`src/logic/cpcu_pkg.sv`:
```
// Package for the card parameter command unit: register map, command codes,
// trip bit positions and the structs that travel to and from the card side.
// Assumes a 32-bit APB bus and a card controller with a request/answer port.
package cpcu_pkg;

  // Register byte offsets
  localparam logic [7:0] CPCU_OFS_COMMAND   = 8'h00;
  localparam logic [7:0] CPCU_OFS_LAST_LOAD = 8'h04;
  localparam logic [7:0] CPCU_OFS_HDR_SEL   = 8'h08;
  localparam logic [7:0] CPCU_OFS_FTYPE     = 8'h0c;
  localparam logic [7:0] CPCU_OFS_FVERSION  = 8'h10;
  localparam logic [7:0] CPCU_OFS_FCHKSUM   = 8'h14;
  localparam logic [7:0] CPCU_OFS_CLONE_SEL = 8'h18;
  localparam logic [7:0] CPCU_OFS_STATUS    = 8'h1c;
  localparam logic [7:0] CPCU_OFS_CONTROL   = 8'h20;

  // Reset values
  localparam logic [13:0] CPCU_RST_COMMAND = 14'h0000;
  localparam logic [9:0]  CPCU_RST_BLOCK   = 10'h000;
  localparam logic [2:0]  CPCU_RST_CLONE   = 3'h0;
  localparam logic [4:0]  CPCU_RST_TRIPS   = 5'h00;

  // Whole-value command codes and limits
  localparam logic [13:0] CPCU_CODE_ERASE_ALL = 14'h270f;  // 9999
  localparam logic [13:0] CPCU_CODE_SUPP_SET  = 14'h25c2;  // 9666
  localparam logic [13:0] CPCU_CODE_SUPP_CLR  = 14'h2553;  // 9555
  localparam logic [13:0] CPCU_CODE_RO_SET    = 14'h26a0;  // 9888
  localparam logic [13:0] CPCU_CODE_RO_CLR    = 14'h2631;  // 9777
  localparam logic [13:0] CPCU_CODE_MAX       = 14'h270f;  // 9999
  localparam int          CPCU_CLASS_STEP     = 1000;
  localparam logic [3:0]  CPCU_CLASS_WRITE    = 4'h4;
  localparam logic [3:0]  CPCU_CLASS_READ     = 4'h6;
  localparam logic [3:0]  CPCU_CLASS_ERASE    = 4'h7;
  localparam logic [3:0]  CPCU_CLASS_COMPARE  = 4'h8;
  localparam logic [9:0]  CPCU_BLOCK_MAX      = 10'h3e7;   // 999

  // Header field limits
  localparam logic [2:0]  CPCU_FTYPE_MAX   = 3'h6;
  localparam logic [13:0] CPCU_FVER_MAX    = 14'h270f;
  localparam logic [2:0]  CPCU_CLONE_READ  = 3'h1;
  localparam logic [2:0]  CPCU_CLONE_PROG  = 3'h2;
  localparam logic [2:0]  CPCU_CLONE_MAX   = 3'h4;

  // Trip bit positions in the status register
  localparam int CPCU_TRIP_CARD    = 0;
  localparam int CPCU_TRIP_COMPARE = 1;
  localparam int CPCU_TRIP_OPTION  = 2;
  localparam int CPCU_TRIP_RATING  = 3;
  localparam int CPCU_TRIP_RO      = 4;
  localparam int CPCU_TRIP_N       = 5;

  // Status and control bit positions
  localparam int CPCU_ST_RO      = 5;
  localparam int CPCU_ST_SUPP    = 6;
  localparam int CPCU_ST_BUSY    = 7;
  localparam int CPCU_ST_EMPTY   = 8;
  localparam int CPCU_CTL_RELOAD = 8;

  // Card operations
  typedef enum logic [2:0] {
    CPCU_OP_NONE      = 3'h0,
    CPCU_OP_READ      = 3'h1,
    CPCU_OP_WRITE     = 3'h2,
    CPCU_OP_ERASE     = 3'h3,
    CPCU_OP_ERASE_ALL = 3'h4,
    CPCU_OP_COMPARE   = 3'h5
  } cpcu_op_t;

  // Sequencer states, Gray along idle -> busy
  typedef enum logic [1:0] {
    CPCU_ST_IDLE = 2'b00,
    CPCU_ST_WAIT = 2'b01
  } cpcu_state_t;

  typedef struct packed {
    cpcu_op_t   op;
    logic [9:0] block;
    logic       skip_dep;    // Skip option and rating dependent data
  } cpcu_card_req_t;

  typedef struct packed {
    logic ok;
    logic mismatch;
    logic option_diff;
    logic rating_diff;
  } cpcu_card_rsp_t;

  typedef struct packed {
    logic [2:0]  ftype;
    logic [13:0] version;
    logic [31:0] checksum;
  } cpcu_hdr_t;

endpackage

```
`src/logic/cpcu_top.sv`:
```
// Card parameter command unit: decodes command codes written over APB,
// runs card operations, raises trips and shows block header fields.
// Assumes a card controller that answers each request with one rsp pulse
// and returns the header of the block named by hdr_sel combinationally.

// Contract
// - Compare code 8yyy compares block; command returns to zero on match.
// - Compare mismatch raises the compare trip.
// - Code 7yyy erases only block yyy.
// - Code 9999 erases all blocks at once.
// - Loading with differing option modules raises the option trip.
// - Loading from a different rating raises the rating trip.
// - Suppression flag blocks those two trips and skips dependent data.
// - Code 9666 sets suppression flag, 9555 clears it.
// - Write or erase under read-only raises the read-only trip.
// - Under read-only only 6yyy and 9777 act.
// - Code 9888 sets read-only flag, 9777 clears it.
// - Each block header holds number, type, version, checksum.
// - Header fields follow block select; empty card forces select zero.
// - Last-loaded shows last read block; defaults reload clears it.
// - File type codes 0 to 6.
// - File version is unsigned, limited to 9999.
// - Checksum is a signed 32-bit value.
// - Cloning selector codes 0 to 4.
// - Cloning values 1 and 2 are not saved; 3 and 4 are.
// - Failed card read, write or erase raises the card trip.
// - Trailing three digits give block 1 to 999.
// - Read copies block to working and non-volatile memory.
module cpcu_top
  import cpcu_pkg::*;
(
  input  wire logic                 pclk,
  input  wire logic                 presetn,
  input  wire logic                 psel,
  input  wire logic                 penable,
  input  wire logic                 pwrite,
  input  wire logic [7:0]           paddr,
  input  wire logic [31:0]          pwdata,
  output logic      [31:0]          prdata,
  output logic                      pready,
  output logic                      pslverr,
  output logic                      card_req_valid,
  output cpcu_card_req_t            card_req,
  input  wire logic                 card_rsp_valid,
  input  wire cpcu_card_rsp_t       card_rsp,
  input  wire logic                 card_empty,
  output logic      [9:0]           hdr_sel,
  input  wire cpcu_hdr_t            hdr_in,
  output logic      [CPCU_TRIP_N-1:0] trips,
  output logic                      clone_save,
  output logic      [2:0]           clone_save_value
);

  // Registers
  logic [31:0]            prdata_ff;
  logic                   pready_ff;
  logic                   pslverr_ff;
  logic [13:0]            cmd_ff;
  logic [9:0]             last_load_ff;
  logic [9:0]             hdr_sel_ff;
  logic [2:0]             ftype_ff;
  logic [13:0]            fver_ff;
  logic [31:0]            fchk_ff;
  logic [2:0]             clone_ff;
  logic                   ro_ff;
  logic                   supp_ff;
  logic [CPCU_TRIP_N-1:0] trip_ff;
  logic                   clone_save_ff;
  logic [2:0]             clone_val_ff;
  logic                   req_valid_ff;
  cpcu_card_req_t         req_ff;
  cpcu_state_t            state_ff;

  // Decode signals
  logic                   wr_access;
  logic                   rd_setup;
  logic                   addr_hit;
  logic                   cmd_wr;
  logic [13:0]            wcode;
  logic [3:0]             wclass;
  logic [9:0]             wblock;
  logic                   is_whole;
  logic                   blk_ok;
  cpcu_op_t               nxt_op;
  logic                   ro_block;
  logic                   ro_trip;
  logic                   done;
  logic [CPCU_TRIP_N-1:0] trip_set;
  logic [CPCU_TRIP_N-1:0] trip_clr;

  // Leading digit of a four-digit code
  function automatic logic [3:0] cpcu_class(input logic [13:0] c);
    cpcu_class = 4'h0;
    for (int i = 1; i < 10; i++)
    begin
      if (int'(c) >= i * CPCU_CLASS_STEP)
        cpcu_class = 4'(i);
    end
  endfunction

  // APB phase decode
  assign wr_access = psel && penable && pready_ff && pwrite;
  assign rd_setup  = psel && !penable && !pready_ff;
  assign addr_hit  = (paddr <= CPCU_OFS_CONTROL) && (paddr[1:0] == 2'b00);
  assign cmd_wr    = wr_access && (paddr == CPCU_OFS_COMMAND)
                     && (pwdata[13:0] <= CPCU_CODE_MAX) && (pwdata[31:14] == 18'h0_0000)
                     && (state_ff == CPCU_ST_IDLE);

  assign wcode    = pwdata[13:0];
  assign wclass   = cpcu_class(wcode);
  assign wblock   = 10'(wcode - 14'(int'(wclass) * CPCU_CLASS_STEP));
  assign is_whole = (wcode == CPCU_CODE_ERASE_ALL) || (wcode == CPCU_CODE_SUPP_SET)
                    || (wcode == CPCU_CODE_SUPP_CLR) || (wcode == CPCU_CODE_RO_SET)
                    || (wcode == CPCU_CODE_RO_CLR);
  assign blk_ok   = (wblock != 10'h000) && (wblock <= CPCU_BLOCK_MAX);

  // Operation selected by the written code
  always_comb
  begin
    nxt_op = CPCU_OP_NONE;
    if (wcode == CPCU_CODE_ERASE_ALL)
      nxt_op = CPCU_OP_ERASE_ALL;
    else if (!is_whole && blk_ok)
    begin
      unique case (wclass)
        CPCU_CLASS_READ:    nxt_op = CPCU_OP_READ;
        CPCU_CLASS_WRITE:   nxt_op = CPCU_OP_WRITE;
        CPCU_CLASS_ERASE:   nxt_op = CPCU_OP_ERASE;
        CPCU_CLASS_COMPARE: nxt_op = CPCU_OP_COMPARE;
        default:            nxt_op = CPCU_OP_NONE;
      endcase
    end
  end

  assign ro_block = ro_ff && (nxt_op != CPCU_OP_READ) && (wcode != CPCU_CODE_RO_CLR);
  assign ro_trip  = cmd_wr && ro_ff && ((nxt_op == CPCU_OP_WRITE)
                    || (nxt_op == CPCU_OP_ERASE) || (nxt_op == CPCU_OP_ERASE_ALL));
  assign done     = (state_ff == CPCU_ST_WAIT) && card_rsp_valid;

  // APB answer: no wait state, read data registered in setup
  always_ff @(posedge pclk or negedge presetn)
  begin
    if (!presetn)
    begin
      pready_ff  <= 1'b0;
      pslverr_ff <= 1'b0;
      prdata_ff  <= 32'h0000_0000;
    end
    else
    begin
      pready_ff  <= rd_setup;
      pslverr_ff <= rd_setup && !addr_hit;
      if (rd_setup)
      begin
        unique case (paddr)
          CPCU_OFS_COMMAND:   prdata_ff <= {18'h0_0000, cmd_ff};
          CPCU_OFS_LAST_LOAD: prdata_ff <= {22'h00_0000, last_load_ff};
          CPCU_OFS_HDR_SEL:   prdata_ff <= {22'h00_0000, hdr_sel_ff};
          CPCU_OFS_FTYPE:     prdata_ff <= {29'h0000_0000, ftype_ff};
          CPCU_OFS_FVERSION:  prdata_ff <= {18'h0_0000, fver_ff};
          CPCU_OFS_FCHKSUM:   prdata_ff <= fchk_ff;
          CPCU_OFS_CLONE_SEL: prdata_ff <= {29'h0000_0000, clone_ff};
          CPCU_OFS_STATUS:    prdata_ff <= {23'h00_0000, card_empty,
                                            state_ff == CPCU_ST_WAIT, supp_ff, ro_ff, trip_ff};
          default:            prdata_ff <= 32'h0000_0000;
        endcase
      end
    end
  end

  // Sequencer and card request
  always_ff @(posedge pclk or negedge presetn)
  begin
    if (!presetn)
    begin
      state_ff     <= CPCU_ST_IDLE;
      req_valid_ff <= 1'b0;
      req_ff       <= '0;
    end
    else
    begin
      unique case (state_ff)
        CPCU_ST_IDLE:
        begin
          if (cmd_wr && !ro_block && (nxt_op != CPCU_OP_NONE))
          begin
            state_ff       <= CPCU_ST_WAIT;
            req_valid_ff   <= 1'b1;
            req_ff.op      <= nxt_op;
            req_ff.block   <= (nxt_op == CPCU_OP_ERASE_ALL) ? 10'h000 : wblock;
            req_ff.skip_dep <= supp_ff;
          end
        end
        CPCU_ST_WAIT:
        begin
          if (card_rsp_valid)
          begin
            state_ff     <= CPCU_ST_IDLE;
            req_valid_ff <= 1'b0;
          end
        end
      endcase
    end
  end

  // Command parameter: cleared on success
  always_ff @(posedge pclk or negedge presetn)
  begin
    if (!presetn)
      cmd_ff <= CPCU_RST_COMMAND;
    else if (cmd_wr)
      cmd_ff <= (is_whole && !ro_block) ? CPCU_RST_COMMAND : wcode;
    else if (done && card_rsp.ok && !card_rsp.mismatch)
      cmd_ff <= CPCU_RST_COMMAND;
  end

  always_ff @(posedge pclk or negedge presetn)
  begin
    if (!presetn)
    begin
      ro_ff   <= 1'b0;
      supp_ff <= 1'b0;
    end
    else if (cmd_wr && !ro_block)
    begin
      if (wcode == CPCU_CODE_RO_SET)
        ro_ff <= 1'b1;
      else if (wcode == CPCU_CODE_RO_CLR)
        ro_ff <= 1'b0;
      if (wcode == CPCU_CODE_SUPP_SET)
        supp_ff <= 1'b1;
      else if (wcode == CPCU_CODE_SUPP_CLR)
        supp_ff <= 1'b0;
    end
  end

  // Trip causes from the card answer and the read-only gate
  always_comb
  begin
    trip_set = '0;
    trip_clr = '0;
    if (wr_access && (paddr == CPCU_OFS_CONTROL))
      trip_clr = pwdata[CPCU_TRIP_N-1:0];
    trip_set[CPCU_TRIP_RO] = ro_trip;
    if (done)
    begin
      trip_set[CPCU_TRIP_COMPARE] = (req_ff.op == CPCU_OP_COMPARE) && card_rsp.mismatch;
      trip_set[CPCU_TRIP_CARD]    = !card_rsp.ok && (req_ff.op != CPCU_OP_COMPARE);
      trip_set[CPCU_TRIP_OPTION]  = (req_ff.op == CPCU_OP_READ) && card_rsp.option_diff
                                    && !req_ff.skip_dep;
      trip_set[CPCU_TRIP_RATING]  = (req_ff.op == CPCU_OP_READ) && card_rsp.rating_diff
                                    && !req_ff.skip_dep;
    end
  end

  // Sticky trips, set wins over clear
  always_ff @(posedge pclk or negedge presetn)
  begin
    if (!presetn)
      trip_ff <= CPCU_RST_TRIPS;
    else
      trip_ff <= (trip_ff & ~trip_clr) | trip_set;
  end

  // last block read successfully; a read wins over the reload clear
  always_ff @(posedge pclk or negedge presetn)
  begin
    if (!presetn)
      last_load_ff <= CPCU_RST_BLOCK;
    else if (done && card_rsp.ok && (req_ff.op == CPCU_OP_READ))
      last_load_ff <= req_ff.block;
    else if (wr_access && (paddr == CPCU_OFS_CONTROL) && pwdata[CPCU_CTL_RELOAD])
      last_load_ff <= CPCU_RST_BLOCK;
  end

  // block select, forced to zero on empty card
  always_ff @(posedge pclk or negedge presetn)
  begin
    if (!presetn)
      hdr_sel_ff <= CPCU_RST_BLOCK;
    else if (card_empty)
      hdr_sel_ff <= CPCU_RST_BLOCK;
    else if (wr_access && (paddr == CPCU_OFS_HDR_SEL) && (pwdata[9:0] <= CPCU_BLOCK_MAX))
      hdr_sel_ff <= pwdata[9:0];
  end

  always_ff @(posedge pclk or negedge presetn)
  begin
    if (!presetn)
    begin
      ftype_ff <= 3'h0;
      fver_ff  <= 14'h0000;
      fchk_ff  <= 32'h0000_0000;
    end
    else
    begin
      ftype_ff <= (hdr_in.ftype <= CPCU_FTYPE_MAX) ? hdr_in.ftype : 3'h0;
      fver_ff  <= (hdr_in.version <= CPCU_FVER_MAX) ? hdr_in.version : CPCU_FVER_MAX;
      fchk_ff  <= hdr_in.checksum;
    end
  end

  // save only values other than 1 and 2
  always_ff @(posedge pclk or negedge presetn)
  begin
    if (!presetn)
    begin
      clone_ff      <= CPCU_RST_CLONE;
      clone_save_ff <= 1'b0;
      clone_val_ff  <= CPCU_RST_CLONE;
    end
    else
    begin
      clone_save_ff <= 1'b0;
      if (wr_access && (paddr == CPCU_OFS_CLONE_SEL) && (pwdata[2:0] <= CPCU_CLONE_MAX)
          && (pwdata[31:3] == 29'h0000_0000))
      begin
        clone_ff <= pwdata[2:0];
        if ((pwdata[2:0] != CPCU_CLONE_READ) && (pwdata[2:0] != CPCU_CLONE_PROG))
        begin
          clone_save_ff <= 1'b1;
          clone_val_ff  <= pwdata[2:0];
        end
      end
    end
  end

  assign prdata           = prdata_ff;
  assign pready           = pready_ff;
  assign pslverr          = pslverr_ff;
  assign card_req_valid   = req_valid_ff;
  assign card_req         = req_ff;
  assign hdr_sel          = hdr_sel_ff;
  assign trips            = trip_ff;
  assign clone_save       = clone_save_ff;
  assign clone_save_value = clone_val_ff;

  // Checks
  AST_COMPARE_CLEAR: assert property (@(posedge pclk) disable iff (!presetn)
    done && req_ff.op == CPCU_OP_COMPARE && card_rsp.ok && !card_rsp.mismatch
    |=> cmd_ff == CPCU_RST_COMMAND)
    else $error("compare match did not clear command");
  AST_COMPARE_TRIP: assert property (@(posedge pclk) disable iff (!presetn)
    done && req_ff.op == CPCU_OP_COMPARE && card_rsp.mismatch
    |=> trip_ff[CPCU_TRIP_COMPARE])
    else $error("compare mismatch without trip");
  AST_ERASE_BLOCK: assert property (@(posedge pclk) disable iff (!presetn)
    cmd_wr && !ro_ff && wclass == CPCU_CLASS_ERASE && blk_ok && !is_whole
    |=> card_req_valid && card_req.op == CPCU_OP_ERASE && card_req.block == $past(wblock))
    else $error("erase block request wrong");
  AST_ERASE_ALL: assert property (@(posedge pclk) disable iff (!presetn)
    cmd_wr && !ro_ff && wcode == CPCU_CODE_ERASE_ALL
    |=> card_req_valid && card_req.op == CPCU_OP_ERASE_ALL)
    else $error("erase all not issued");
  AST_SUPPRESS: assert property (@(posedge pclk) disable iff (!presetn)
    done && req_ff.skip_dep |=> !$rose(trip_ff[CPCU_TRIP_OPTION])
    && !$rose(trip_ff[CPCU_TRIP_RATING]))
    else $error("suppressed trip raised");
  AST_RO_TRIP: assert property (@(posedge pclk) disable iff (!presetn)
    cmd_wr && ro_ff && nxt_op == CPCU_OP_WRITE |=> trip_ff[CPCU_TRIP_RO] && !card_req_valid)
    else $error("read-only write not trapped");
  AST_RO_FLAG: assert property (@(posedge pclk) disable iff (!presetn)
    cmd_wr && wcode == CPCU_CODE_RO_SET && !ro_ff |=> ro_ff ##1 ro_ff || !$past(cmd_wr))
    else $error("read-only flag not set");
  AST_EMPTY_SEL: assert property (@(posedge pclk) disable iff (!presetn)
    card_empty [*2] |-> hdr_sel_ff == CPCU_RST_BLOCK)
    else $error("block select not zero on empty card");
  AST_LAST_LOAD: assert property (@(posedge pclk) disable iff (!presetn)
    done && card_rsp.ok && req_ff.op == CPCU_OP_READ |=> last_load_ff == $past(req_ff.block))
    else $error("last loaded block not updated");
  AST_CLONE_SAVE: assert property (@(posedge pclk) disable iff (!presetn)
    clone_save_ff |-> clone_val_ff != CPCU_CLONE_READ && clone_val_ff != CPCU_CLONE_PROG)
    else $error("cloning value 1 or 2 saved");
  AST_CARD_TRIP: assert property (@(posedge pclk) disable iff (!presetn)
    done && !card_rsp.ok && req_ff.op != CPCU_OP_COMPARE |=> trip_ff[CPCU_TRIP_CARD])
    else $error("card trip missing");

endmodule

```
`config.mk`:
```
export PLATFORM = sky130hd
export DESIGN_NAME = cpcu_top
export DESIGN_NICKNAME = d
export VERILOG_FILES = /design/src/logic/cpcu_pkg.sv /design/src/logic/cpcu_top.sv
export SDC_FILE = /design/constraint.sdc
export NUM_CORES = 1
export LEC_CHECK = 0
export ABC_AREA = 1
export BUFFER_PORTS_ARGS = -buffer_cell sky130_fd_sc_hd__buf_4
export CAP_MARGIN = 5
export CORE_ASPECT_RATIO = 0.5
export CORE_MARGIN = 2
export CORE_UTILIZATION = 30
export CTS_BUF_LIST = sky130_fd_sc_hd__clkbuf_4 sky130_fd_sc_hd__clkbuf_8 sky130_fd_sc_hd__clkbuf_16
export CTS_CLUSTER_SIZE = 24
export DETAILED_ROUTE_END_ITERATION = 6
export PLACE_DENSITY = 0.57
export SLEW_MARGIN = 10
export SYNTH_ARGS = -nofsm -noshare
export SYNTH_HDL_FRONTEND = slang
export SYNTH_SLANG_ARGS = --single-unit
export TNS_END_PERCENT = 20
```
`constraint.sdc`:
```
create_clock -name pclk -period 2.2 [get_ports pclk]
set_clock_uncertainty 0.05 [all_clocks]
set_input_delay 0.44 -clock pclk [delete_from_list [all_inputs] [get_ports pclk]]
set_output_delay 0.44 -clock pclk [all_outputs]
set_load 0.005 [all_outputs]
```
; ---- After elaboration in Yosys (flattened, before gate mapping)
; Cells that the tools add are included.
[word_totals]
word_cells = 177
regBits = 148
output_inout_bits = 68
[classes]
muxes = 37
bitwise = 3
n_reduce_logical = 69
n_lt_le_gt_ge = 16
multipliers = 1
n_addsub = 1
n_eq_ne = 30
[op_table]
columns = operator, n
row1 = one-hot mux 32 bit (8 select lines), 1
row2 = == test 14 bit (second input constant), 5
row3 = greater-or-equal comparator 14 x 13 -> 1 bit (second input constant), 4
row4 = two-way mux 14 bit, 4
row5 = two-way mux 10 bit, 5
row6 = logical AND 1 bit, 38
row7 = == test 8 x 5 -> 1 bit (second input constant), 4
row8 = zero test 29 bit, 1
row9 = greater-or-equal comparator 14 x 12 -> 1 bit (second input constant), 2
row10 = less-or-equal comparator 14 bit (second input constant), 2
row11 = two-way mux 3 bit, 7
row12 = less-or-equal comparator 10 bit (second input constant), 2
row13 = zero test 18 bit, 1
row14 = == test 8 x 4 -> 1 bit (second input constant), 2
row15 = greater-or-equal comparator 14 x 10 -> 1 bit (second input constant), 1
row16 = greater-or-equal comparator 14 x 11 -> 1 bit (second input constant), 1
row17 = greater-or-equal comparator 14 bit (second input constant), 1
row18 = != test 14 bit (second input constant), 1
row19 = == test 4 x 3 -> 1 bit (second input constant), 3
row20 = two-way mux 4 bit, 3
row21 = one-hot mux 3 bit (4 select lines), 1
row22 = AND reduction 2 bit, 5
row23 = nonzero test 10 bit, 1
row24 = nonzero test 2 bit, 5
row25 = other kinds (29), 57

; ---- Logic depth before layout (Yosys ltp)
; Gate-level depths: netlist (run 1).
[depth]
word_depth = 25
mapped_depth = 40
ltp_nobuf = 37

; ---- Least setup slack after synthesis (run 1)
; Ideal clock, no wire load.
[synth_timing]
path_kind = input port to flip-flop
start = input pwdata[7]
end = register req_ff, in the netlist card_req[10]
setup_slack_ns = -2.611
setup_ns = 0.117
t_arrival_ns = 4.644
required_time_ns = 2.033
cell_stages = 31
path_cell_list = buf_2 -> nor2_1 -> nor2_1 -> inv_2 -> a21oi_4 -> o21bai_1 -> o21ai_2 -> ha_1 -> fa_1 -> fa_1 -> xnor2_1 -> ha_1 -> a21oi_1 -> o21a_1 -> nand2_1 -> nand2_1 -> nand2_1 -> nand2_1 -> nand2_1 -> inv_1 -> nand3_1 -> nand3_2 -> nand3_2 -> nor3_1 -> nand2_1 -> nand2_2 -> buf_6 -> nand3_4 -> buf_6 -> nand2_2 -> nand2_1
[synth_between]
elab_chain_cells = 24
elab_cells_between_ends = 56
cone_classes = add/sub: 1 / mul: 1 / order compare: 11 / eq/ne: 12 / mux: 13 / reduce/logical: 18
[synth_rtl]
columns = item, line_no
row1 = "start, declared", cpcu_top.sv:38  ; input wire logic [31:0] pwdata,
row2 = greater-or-equal comparator 14 x 10 -> 1 bit, cpcu_top.sv:96  ; if (int'(c) >= i * CPCU_CLASS_STEP)
row3 = two-way mux 1 bit, cpcu_top.sv:96
row4 = two-way mux 2 bit (2 in series), cpcu_top.sv:96
row5 = two-way mux 3 bit (4 in series), cpcu_top.sv:96
row6 = two-way mux 4 bit (2 in series), cpcu_top.sv:96
row7 = multiplier 4 x 7 -> 7 bit, cpcu_top.sv:111  ; assign wblock = 10'(wcode - 14'(int'(wclass) * CPCU_CLASS_STEP));
row8 = subtractor 10 bit, cpcu_top.sv:111
row9 = less-or-equal comparator 10 bit or nonzero test 10 bit (tied branches), cpcu_top.sv:115  ; assign blk_ok = (wblock != 10'h000) && (wblock <= CPCU_BLOCK_MAX);
row10 = logical AND 1 bit, cpcu_top.sv:115
row11 = logical AND 1 bit, cpcu_top.sv:123  ; else if (!is_whole && blk_ok)
row12 = two-way mux 3 bit, cpcu_top.sv:123
row13 = two-way mux 3 bit, cpcu_top.sv:121  ; if (wcode == CPCU_CODE_ERASE_ALL)
row14 = != test 3 x 1 -> 1 bit, cpcu_top.sv:135  ; assign ro_block = ro_ff && (nxt_op != CPCU_OP_READ) && (wcode != CPCU_CODE_RO_CLR);
row15 = logical AND 1 bit (2 in series), cpcu_top.sv:135
row16 = zero test 1 bit, cpcu_top.sv:185  ; if (cmd_wr && !ro_block && (nxt_op != CPCU_OP_NONE))
row17 = logical AND 1 bit (2 in series), cpcu_top.sv:185
row18 = AND reduction 2 bit (no line), --
row19 = "end, declared", cpcu_top.sv:71  ; cpcu_card_req_t req_ff;
; Parallel ways exist; a longest one is shown, timed or not.
; A chain may end at the register's enable or synchronous reset.

; ---- Final worst setup path (run 1)
[layout_timing]
start = input pwdata[12]
end = register req_ff, in the netlist card_req[5]
; The elaborated chain is that of the path after synthesis.

==> flow_metrics.env, run 1 <==
export IMPL_synthCells=868
export IMPL_clockBufferDepth=2
export IMPL_clkSinkCount=146
export IMPL_required_ns=2.46
export IMPL_use_met3_pct=4.080
export IMPL_die_y_um=114.1
export IMPL_peakVddDrop_uv=538.9
export IMPL_ys_ff_latch=146
export IMPL_start_kind="input port"
export IMPL_drt_total_wl_um=24430
export IMPL_synthFlopType="dfrtp_1"
export IMPL_cts_clk_slew_worst_paths_ns=0.06
export IMPL_arrival_ns=4.63
export IMPL_p_per_area_mw_per_mm2=676.0
export IMPL_end_kind="flop"
export IMPL_cap_violations=0
export IMPL_p_leak_nw=5.500
export IMPL_port_buffers=167
export IMPL_yosys_warnings=0
export IMPL_wl_per_cell_um=16.21
export IMPL_worst_pin_slew_ns=0.6881
export IMPL_clk_latency_ns=0.42
export IMPL_stdcell_area_sq_mm=0.01115
export IMPL_violations="setup timing"
export IMPL_n_antenna_cell=0
export IMPL_row_count=40
export IMPL_syn_area_per_cell_sq_um=8.376
export IMPL_rsz0062_at_grt="yes"
export IMPL_critPathKind="in2reg"
export IMPL_avgViaCountPerCell=4.750
export IMPL_holdWs_ns=0.07240
export IMPL_drt_iter0_markers=510
export IMPL_nets=1297
export IMPL_die_w_um=224.2
export IMPL_worst_slack_ns=-2.163
export IMPL_first_pass_iters=5
export IMPL_core_area_sq_mm=0.02387
export IMPL_setup_viol_count_final=32
export IMPL_slew_violations=0
export IMPL_seq_area_frac_synth_pct=50.25
export IMPL_areaGrowthSynthToFinish_pct=53.31
export IMPL_gp_congestion=0.8771
export IMPL_cts_buffers=17
export IMPL_grt_start_max_net_pins=46
export IMPL_antenna_found_initial=0
export IMPL_met2_usage_pct=33.08
export IMPL_drc_errors=0
export IMPL_grt_usage_pct=19.47
export IMPL_hold_violations=0
export IMPL_final_period_utilization_pct=198.3
export IMPL_cts_tree="built"
export IMPL_hold_class="in2reg"
export IMPL_status="finished, violations left"
export IMPL_synth_area_sq_mm=0.007271
export IMPL_io_pins=168
export IMPL_synth_edff_count=0
export IMPL_fmax_mhz=229.2
export IMPL_period_minus_slack_ns=4.363
export IMPL_start_util_pct=30.46
export IMPL_cpMaxStageDelayCell="fa_1"
export IMPL_grt_pass1_vias=7055
export IMPL_clockRootBuffer="clkbuf_16"
export IMPL_grtUsageMet1_pct=25.72
export IMPL_h_tree_depth=4
export IMPL_dieArea_sq_mm=0.02557
export IMPL_pre_cts_ws_ns=-2.666
export IMPL_drive_gt1_share_pct=38.84
export IMPL_cp_max_fo=7
export IMPL_grt_busiest_layer="met2"
export IMPL_postRouteAntennaNets=0
export IMPL_final_cell_mix="290 x buf_4, 200 x nand2_1, 146 x dfrtp_1"
export IMPL_grt_pass1_wl_um=38220
export IMPL_dpl_cell_area_sq_mm=0.009960
export IMPL_cpPeakStageDelay_ns=0.52
export IMPL_hpwl_um=19080
export IMPL_final_common_cell="buf_4"
export IMPL_syn_num_nets=986
export IMPL_grt_ovfl_total=0
export IMPL_vias=7158
export IMPL_async_reset_ff_share_pct=100.0
export IMPL_max_slew_margin_pct=53.70
export IMPL_ys_types=46
==> stage by stage <==
step                      power (W)  std cells  utilization (%)  setup TNS (ns)
after floorplan            0.003756        868                -          -67.53
after global placement     0.004489       1451            41.72          -75.43
after detailed placement   0.004518       1451            41.72          -79.47
after CTS                  0.007438       1496            45.63          -60.86
after global routing       0.007940       1507            46.69          -71.20
final                      0.007536       1507            46.69          -63.88
==> registers in the layout, indices dropped and copies added (netlist names) <==
name and flops:
fchk_ff 32, pready 1, cmd_ff 14, prdata 32, fver_ff 14, ro_ff 1
ftype_ff 3, clone_ff 3, card_req_valid 1, last_load_ff 10, clone_save 1, trips 5
card_req 14, hdr_sel 10, clone_save_value 3, pslverr 1, supp_ff 1
==> critical path, delay by kind of cell <==
kind,cells,cell delay (ns)
AOI/OAI and AO/OA,3,0.56
xor gates and xnor gates,1,0.14
adders and majority gates,4,1.50
buffers and inverters,5,0.46
and+or+nand+nor,17,1.47
==> Yosys cell counts (3+ instances only) <==
library cell | instances | area share (%)
buf_2 | 3 | 0.21
ha_1 | 14 | 2.4
a21boi_0 | 3 | 0.31
fa_1 | 4 | 1.1
xnor2_1 | 3 | 0.36
a22o_1 | 5 | 0.60
nor3_1 | 20 | 1.4
nand4_1 | 31 | 2.7
o21ai_0 | 66 | 4.5
nand2_4 | 3 | 0.46
nand2_2 | 14 | 1.2
dfrtp_1 | 146 | 50
nand3_1 | 69 | 4.7
o211ai_1 | 4 | 0.41
clkbuf_1 | 20 | 1.0
a21oi_1 | 13 | 0.89
a221oi_1 | 4 | 0.48
o21ai_2 | 3 | 0.36
inv_2 | 9 | 0.46
nor4_1 | 18 | 1.5
nand2_1 | 213 | 11
nor2_2 | 3 | 0.26
o21ai_1 | 3 | 0.21
nand3b_1 | 4 | 0.41
buf_6 | 4 | 0.62
or2_2 | 8 | 0.69
nor2_1 | 60 | 3.1
xor2_1 | 4 | 0.48
o22ai_1 | 9 | 0.77
inv_1 | 87 | 4.5
==> worst paths after layout <==
| kind | start | endpoint | slack [ns] | cells past startpoint |
|---|---|---|---|---|
| max | pwdata[12] | card_req[5] | -2.16 | 30 |
| min | hdr_in[8] | fchk_ff[8] | 0.07 | 1 |
| max reg2reg | pready | trips[4] | 0.12 | 10 |
| min reg2reg | prdata[23] | prdata[23] | 0.43 | 2 |
| max in group asynchronous | presetn | fchk_ff[12] | 1.03 | 3 |
| min in group asynchronous | presetn | clone_save | 0.44 | 2 |
==> power breakdown <==
group	internal, W	switching, W	total, W
sequential	0.00274	0.0000193	0.00276
clock	0.00161	0.00117	0.00278
combinational	0.000994	0.00100	0.00199
==> timing repair <==
action,CTS,global route
setup endpoints to repair,32,32
pin swaps,33,44
cloned,3,0
hold buffers,1,0
hold endpoints to repair,41,0
buffers inserted,9,11
gates resized for setup,61,41
==> cell families (layout without fill, tap and decap cells) <==
logic type                 after synthesis  count (layout)  synth area share, %
AOI/OAI and AO/OA                      120             120                9.757
xor gates and xnor gates                 7               7               0.8432
DFF                                    146             146                50.25
and+or+nand+nor                        453             454                28.77
buffers and inverters                  124             447                6.866
adders and majority gates               18              18                3.511
==> area by class of cell <==
cell class,instances,area (sq um)
clock buffers,19,446.7
clock inverters,13,127.6
fillers,2342,12730
inverters,97,387.9
multi-input cells,599,3556
flip-flops and latches,146,3654
well taps,315,394.1
repair buffers,318,2581
==> routing by layer <==
| layer | wire length [um] | vias up |
|---|---|---|
| met1 | 11060 | 3472 |
| met2 | 12140 | 137 |
| li1 | - | 3524 |
| met4 | 317 | 0 |
| met5 | 0 | - |
| met3 | 912 | 25 |
(Power assumes the default switching activity.)
==> run 2: changes to the inputs <==
--- a/config.mk
+++ b/config.mk
@@ -5,8 +5,7 @@
 export SDC_FILE = /design/constraint.sdc
 export NUM_CORES = 1
 export LEC_CHECK = 0
-export ABC_AREA = 1
-export BUFFER_PORTS_ARGS = -buffer_cell sky130_fd_sc_hd__buf_4
+export BUFFER_PORTS_ARGS = -buffer_cell sky130_fd_sc_hd__clkbuf_2
 export CAP_MARGIN = 5
 export CORE_ASPECT_RATIO = 0.5
 export CORE_MARGIN = 2
==> run 2 against run 1 <==
Net effect:
- the flow still finishes with violations (setup timing)
- global-route usage shrank 0.93 points
- clock power about the same
- critical path depth shrank 12
- via count down 12%
- flip-flop and latch count stayed put
- area after synthesis down 6.1%
- total power decreased by 4.2%
- fmax decreased by 3.3%
- non-clock buffer count decreased by 4
==> flow_metrics.env, run 2 <==
export IMPL_synthCells=673
export IMPL_synth_most_common_cell="dfrtp_1"
export IMPL_synth_area_leader_cell="dfrtp_1"
export IMPL_grt_usage_pct=18.54
export IMPL_status="finished, violations left"
export IMPL_areaGrowthSynthToFinish_pct=47.99
export IMPL_synthFlopType="dfrtp_1"
export IMPL_violations="setup timing"
export IMPL_worst_pin_slew_ns=0.7209
export IMPL_clkSinkCount=146
export IMPL_r2r_start="pready"
export IMPL_pre_cts_ws_ns=-3.055
export IMPL_vias=6271
export IMPL_r2r_end="card_req[10]"
export IMPL_met1_length_um=10130
export IMPL_hp_start="hdr_in[4]"
export IMPL_place_inst=1239
export IMPL_final_common_cell="clkbuf_2"
export IMPL_async_reset_ff_share_pct=100.0
export IMPL_rsz0062_at_grt="yes"
export IMPL_dr_wl_met2_um=10790
export IMPL_die_w_um=217.3
export IMPL_yosys_warnings=0
export IMPL_port_buffers=167
export IMPL_syn_num_nets=791
export IMPL_row_count=38
export IMPL_end_kind="flop"
export IMPL_synth_commonest_cells="146 x dfrtp_1, 117 x nand2_1, 32 x o21ai_0, 31 x a22o_1, 30 x nand3_1"
export IMPL_hold_path_cell_count=1
export IMPL_fin_cells=1284
export IMPL_setup_viol_count_final=17
export IMPL_r2r_setup_slack_ns=-0.34
export IMPL_start_kind="input port"
export IMPL_drt_total_wl_um=22020
export IMPL_antenna_found_initial=0
export IMPL_holdPathEnd="fchk_ff[4]"
export IMPL_avgViaCountPerCell=4.884
export IMPL_grt_ovfl_total=0
export IMPL_ys_types=65
export IMPL_max_slew_margin_pct=51.94
export IMPL_grt_pass1_vias=6370
export IMPL_clockRootBuffer="clkbuf_16"
export IMPL_p_sw_share_pct=29.29
export IMPL_required_ns=2.46
export IMPL_first_pass_iters=5
export IMPL_cts_buffers=17
export IMPL_io_pins=168
export IMPL_dr_wl_met3_um=941
export IMPL_clk_latency_ns=0.42
export IMPL_syn_area_per_cell_sq_um=10.14
export IMPL_arrival_ns=4.77
export IMPL_dieArea_sq_mm=0.02405
export IMPL_nets=1088
export IMPL_hold_violations=0
export IMPL_clockBufferDepth=2
export IMPL_switchingPower_w=0.002113
export IMPL_combinationalPowerShare_pct=23.0
export IMPL_drc_errors=0
export IMPL_die_y_um=110.7
export IMPL_synth_edff_count=0
export IMPL_top_layer_used="met4"
export IMPL_final_period_utilization_pct=205.0
export IMPL_cts_tree="built"
export IMPL_p_per_area_mw_per_mm2=714.4
export IMPL_intPower_w=0.005103
export IMPL_ys_ff_latch=146
export IMPL_p_leak_nw=4.935
export IMPL_final_cell_mix="157 x clkbuf_2, 146 x dfrtp_1, 137 x buf_4"
export IMPL_wl_per_cell_um=17.15
export IMPL_cts_clk_slew_worst_paths_ns=0.07
export IMPL_synth_area_sq_mm=0.006825
export IMPL_finalSetupTns_ns=-35.04
export IMPL_worst_slack_ns=-2.310
export IMPL_gp_congestion=0.8816
export IMPL_period_minus_slack_ns=4.510
export IMPL_fmax_mhz=221.8
export IMPL_cp_max_fo=10
export IMPL_start_util_pct=31.00
export IMPL_hpwl_um=17280
export IMPL_peakVddDrop_uv=472.4
export IMPL_crit_start="pwdata[11]"
export IMPL_synth_top_area_share_pct=53.53
export IMPL_cap_violations=0
export IMPL_drive_gt1_share_pct=41.91
export IMPL_h_tree_depth=4
export IMPL_drt_iter0_markers=473
export IMPL_postRouteAntennaNets=0
export IMPL_p_seq_share_pct=38.2
export IMPL_grt_pass1_wl_um=34620
export IMPL_seq_area_frac_synth_pct=53.53
export IMPL_grt_start_max_net_pins=48
export IMPL_critPathKind="in2reg"
export IMPL_nFillCells=2091
export IMPL_core_area_sq_mm=0.02201
export IMPL_utilization_pct=45.89
export IMPL_clkPwrFrac_pct=38.8
export IMPL_synth_area_top_cells="dfrtp_1 54%, nand2_1 6.4%, a22o_1 4.0%"
export IMPL_slew_violations=0
export IMPL_rr_worst_depth=9
export IMPL_hold_class="in2reg"
-- run 2: cell count changes after synthesis, sizes merged, moves of 10 or more --
cell,change
inv,-69
nand3,-42
nor3,-10
nand4,-18
a22o,+26
nand2,-113
nor2,-38
a21oi,+14
a22oi,+25
mux2i,+11
nand2b,+14
o21ai,-39
-- run 2: worst max-delay path by stage --
stage | end | cells past startpoint | slack, ns
after floorplan | card_req[0] | 19 | -2.62
after global placement | card_req[0] | 19 | -2.90
after detailed placement | card_req[0] | 19 | -3.06
after CTS | card_req[0] | 20 | -2.48
after global routing | card_req[0] | 18 | -2.46
final | card_req[0] | 18 | -2.31
-- run 2: what timing repair did --
| action | 4_1_cts | 5_1_grt |
|---|---|---|
| buffers inserted | 8 | 3 |
| hold buffers | 1 | 0 |
| endpoints found under the setup margin | 33 | 36 |
| resized for setup | 37 | 33 |
| endpoints found under the hold margin | 40 | 0 |
| pin swaps | 24 | 20 |
-- run 2: final cells by class --
cell class	instances	area, sq um	share of cell area [%]
sequential	146	3654	36.17
multi-input combinational	464	3277	32.44
timing repair buffer	314	2102	20.81
clock buffer	17	425.4	4.212
tap	300	375.4	3.716
clock inverter	15	158.9	1.573
inverter	27	106.4	1.053
antenna	1	2.502	0.02477
-- run 2: per-layer routing --
metal | vias up | GRT usage (%)
met5 | - | 0
met4 | 0 | 3.881
met3 | 11 | 3.621
met2 | 137 | 31.10
met1 | 3095 | 24.90
li1 | 3028 | -
-- run 2: stage by stage --
step / instance area [sq um] / hold slack [ns] / total power (W)
6_report: 10100 / 0.07459 / 0.007216
5_1_grt: 10100 / 0.05369 / 0.007580
4_1_cts: 9938 / 0.05627 / 0.007162
3_5_place_dp: 9123 / 0.3418 / 0.004250
3_3_place_gp: 9123 / 0.3390 / 0.004216
2_1_floorplan: 7015 / 0.09441 / 0.003559
-- run 2: cells by family after synthesis --
kind of cell	share of synthesized area (%)
and+or+nand+nor	18.97
AOI/OAI and AO/OA	16.50
DFF	53.53
buffers and inverters	3.740
adders and majority gates	3.740
muxes	2.108
xor gates and xnor gates	1.412
-- run 2: power by group through the flow --
| stage | combinational (W) | sequential, W | clock, W |
|---|---|---|---|
| final | 0.00166 | 0.00275 | 0.00280 |
| after global routing | 0.00181 | 0.00276 | 0.00301 |
| after CTS | 0.00154 | 0.00275 | 0.00287 |
| after detailed placement | 0.00144 | 0.00281 | 0 |
| after global placement | 0.00141 | 0.00280 | 0 |
| after floorplan | 0.000758 | 0.00280 | 0 |
-- run 2: critical path, stage by stage --
cell and delay [ns]:
clkbuf_4 0.17, o41ai_2 0.35, o21ai_1 0.10, o31a_1 0.35, nor2_4 0.18, inv_4 0.07, fa_2 0.55, fa_2 0.44
inv_2 0.08, ha_4 0.20, or3b_4 0.36, o211ai_1 0.10, a311oi_2 0.08, or4_4 0.54, nand2_4 0.09, a211oi_4 0.04
a211oi_2 0.26, mux2_1 0.35
==> run 3: changes to the inputs <==
--- a/config.mk
+++ b/config.mk
@@ -13,7 +13,7 @@
 export CTS_BUF_LIST = sky130_fd_sc_hd__clkbuf_4 sky130_fd_sc_hd__clkbuf_8 sky130_fd_sc_hd__clkbuf_16
 export CTS_CLUSTER_SIZE = 24
 export DETAILED_ROUTE_END_ITERATION = 6
-export PLACE_DENSITY = 0.57
+export PLACE_DENSITY = 0.59
 export SLEW_MARGIN = 10
 export SYNTH_ARGS = -nofsm -noshare
 export SYNTH_HDL_FRONTEND = slang
==> constraint.sdc (replaced) <==
create_clock -name pclk -period 3.7 [get_ports pclk]
set_clock_uncertainty 0.05 [all_clocks]
set_input_delay 0.37 -clock pclk [delete_from_list [all_inputs] [get_ports pclk]]
set_output_delay 0.37 -clock pclk [all_outputs]
set_load 0.005 [all_outputs]
==> run 3 against run 2 <==
Net effect:
- the run still ends with setup timing left
- first-iteration DRC count decreased by 18%
- via count is 0.48% lower
- design area fell by 2.3%
- sequential power is 40% lower
- largest power group unchanged
- critical path type unchanged
- cell count shrank 2.5%
- total power fell by 41%
- sequential share of layout area up 0.86 points
- die area did not move
- combinational power decreased by 44%
- clock-buffer cell count increased by 3
- setup slack improved by 1.5 ns
==> flow_metrics.env, run 3 (synthesized netlist as in run 2, its figures left out) <==
export IMPL_cp_max_fo=6
export IMPL_grt_usage_pct=18.81
export IMPL_row_count=38
export IMPL_p_per_area_mw_per_mm2=434.9
export IMPL_grt_pass1_wl_um=35140
export IMPL_hold_class="in2reg"
export IMPL_dieArea_sq_mm=0.02405
export IMPL_worst_pin_slew_ns=0.9349
export IMPL_crit_start="pwdata[6]"
export IMPL_setup_viol_count_final=16
export IMPL_worst_slack_ns=-0.7707
export IMPL_regArea_sq_mm=0.003654
export IMPL_areaGrowthSynthToFinish_pct=44.55
export IMPL_peakVddDrop_uv=240.0
export IMPL_postRouteAntennaNets=0
export IMPL_final_cell_mix="156 x clkbuf_2, 146 x dfrtp_1, 114 x nand2_1"
export IMPL_hpwl_um=16570
export IMPL_status="finished, violations left"
export IMPL_die_w_um=217.3
export IMPL_wl_per_cell_um=17.74
export IMPL_nets=1058
export IMPL_cts_tree="built"
export IMPL_clockRootBuffer="clkbuf_16"
export IMPL_grt_start_max_net_pins=91
export IMPL_cap_violations=0
export IMPL_avgViaCountPerCell=4.985
export IMPL_final_common_cell="clkbuf_2"
export IMPL_die_y_um=110.7
export IMPL_fmax_mhz=223.7
export IMPL_drive_gt1_share_pct=36.24
export IMPL_r2r_start="pready"
export IMPL_antenna_found_initial=0
export IMPL_port_buffers=167
export IMPL_h_tree_depth=4
export IMPL_clk_latency_ns=0.42
export IMPL_start_util_pct=31.00
export IMPL_holdWs_ns=0.01878
export IMPL_critPathKind="in2reg"
export IMPL_clkSinkCount=146
export IMPL_drt_iter0_markers=389
export IMPL_clockBufferDepth=2
export IMPL_drc_errors=0
export IMPL_slew_violations=0
export IMPL_hold_path_cell_count=1
export IMPL_final_period_utilization_pct=120.8
export IMPL_grt_pass1_vias=6451
export IMPL_rr_worst_depth=9
export IMPL_hp_start="hdr_in[7]"
export IMPL_cts_clk_slew_worst_paths_ns=0.07
export IMPL_nFillCells=2109
export IMPL_end_kind="flop"
export IMPL_n_antenna_cell=0
export IMPL_p_leak_nw=4.780
export IMPL_arrival_ns=4.73
export IMPL_start_kind="input port"
export IMPL_max_slew_margin_pct=37.10
export IMPL_violations="setup timing"
export IMPL_first_pass_iters=5
export IMPL_multi_input_area_sq_mm=0.003233
export IMPL_rsz0062_at_grt="yes"
export IMPL_period_minus_slack_ns=4.471
export IMPL_required_ns=3.96
export IMPL_grt_ovfl_total=0
export IMPL_hold_violations=0
export IMPL_core_area_sq_mm=0.02201
export IMPL_place_inst=1186
export IMPL_gp_congestion=0.8847
export IMPL_vias=6241
export IMPL_drt_total_wl_um=22210
export IMPL_io_pins=168
export IMPL_fin_cells=1252
export IMPL_cts_buffers=17
[run 3: cell count changes in the layout (fill, tap and decap cells not counted), sizes merged]
cell         previous run  this run
bufinv                  0         2
dlygate4sd3             1        26
clkbuf                181       179
diode                   1         0
inv                    37        30
clkinv                  4         5
buf                   149        99
[run 3: power breakdown]
| group | internal (W) | total, W | leakage, nW | switching [W] |
|---|---|---|---|---|
| clock | 0.00104 | 0.00171 | 0.292 | 0.000676 |
| sequential | 0.00163 | 0.00164 | 1.91 | 0.0000105 |
| combinational | 0.000467 | 0.000937 | 2.57 | 0.000471 |
| total | 0.00313 | 0.00429 | 4.78 | 0.00116 |
[run 3: routing by layer]
layer / share of wire (%) / track usage, % / wire length, um
met1: 45 / 24.85 / 10010
met2: 50 / 31.25 / 11020
met3: 3.8 / 3.841 / 846
met4: 1.5 / 5.342 / 334
met5: 0 / 0 / 0
[run 3: repair_timing]
action | CTS | global route
cloned | 0 | 0
endpoints found under the hold margin | 34 | 4
setup endpoints to repair | 16 | 16
hold buffers | 22 | 4
gates resized for setup | 27 | 39
buffers inserted | 5 | 5
pin swaps | 19 | 22
[run 3: metrics by stage]
| step | power (W) | utilization (%) | cell area, sq um | TNS [ns] | setup WS, ns |
|---|---|---|---|---|---|
| 3_5_place_dp | 0.002480 | 39.41 | 8675 | -21.45 | -1.423 |
| 6_report | 0.004291 | 44.82 | 9866 | -11.01 | -0.7707 |
| 5_1_grt | 0.004497 | 44.82 | 9866 | -13.42 | -0.9390 |
| 3_3_place_gp | 0.002453 | 39.41 | 8675 | -19.74 | -1.310 |
| 2_1_floorplan | 0.002116 | - | 7015 | -15.66 | -1.046 |
| 4_1_cts | 0.004259 | 43.78 | 9638 | -11.90 | -0.8751 |
[run 3: final cells by class]
class | instances | area share (%)
Sequential cell | 146 | 37.03
Multi-Input combinational cell | 464 | 32.77
Timing Repair Buffer | 284 | 19.34
Clock buffer | 20 | 4.667
Tap cell | 300 | 3.805
Clock inverter | 11 | 1.306
Inverter | 27 | 1.078
[run 3: critical path, stage by stage]
cell and delay (ns):
buf_12 0.12, or4_4 0.51, a211oi_2 0.20, o31a_1 0.23, nor2_4 0.08, inv_4 0.08
fa_2 0.46, fa_2 0.37, xnor2_2 0.14, ha_1 0.34, or3b_4 0.38, o211ai_1 0.11
a311oi_2 0.08, or4_4 0.55, nand2_4 0.09, a211oi_4 0.06, a211oi_2 0.24, mux2_4 0.32
[run 3: worst paths after layout]
kind	slack (ns)	to
min in group asynchronous	0.50	clone_save
max in group asynchronous	2.10	last_load_ff[9]
hold reg to reg	0.41	prdata[16]
setup / recovery	-0.77	card_req[0]
setup reg to reg	0.87	card_req[10]
hold / removal	0.02	fchk_ff[7]
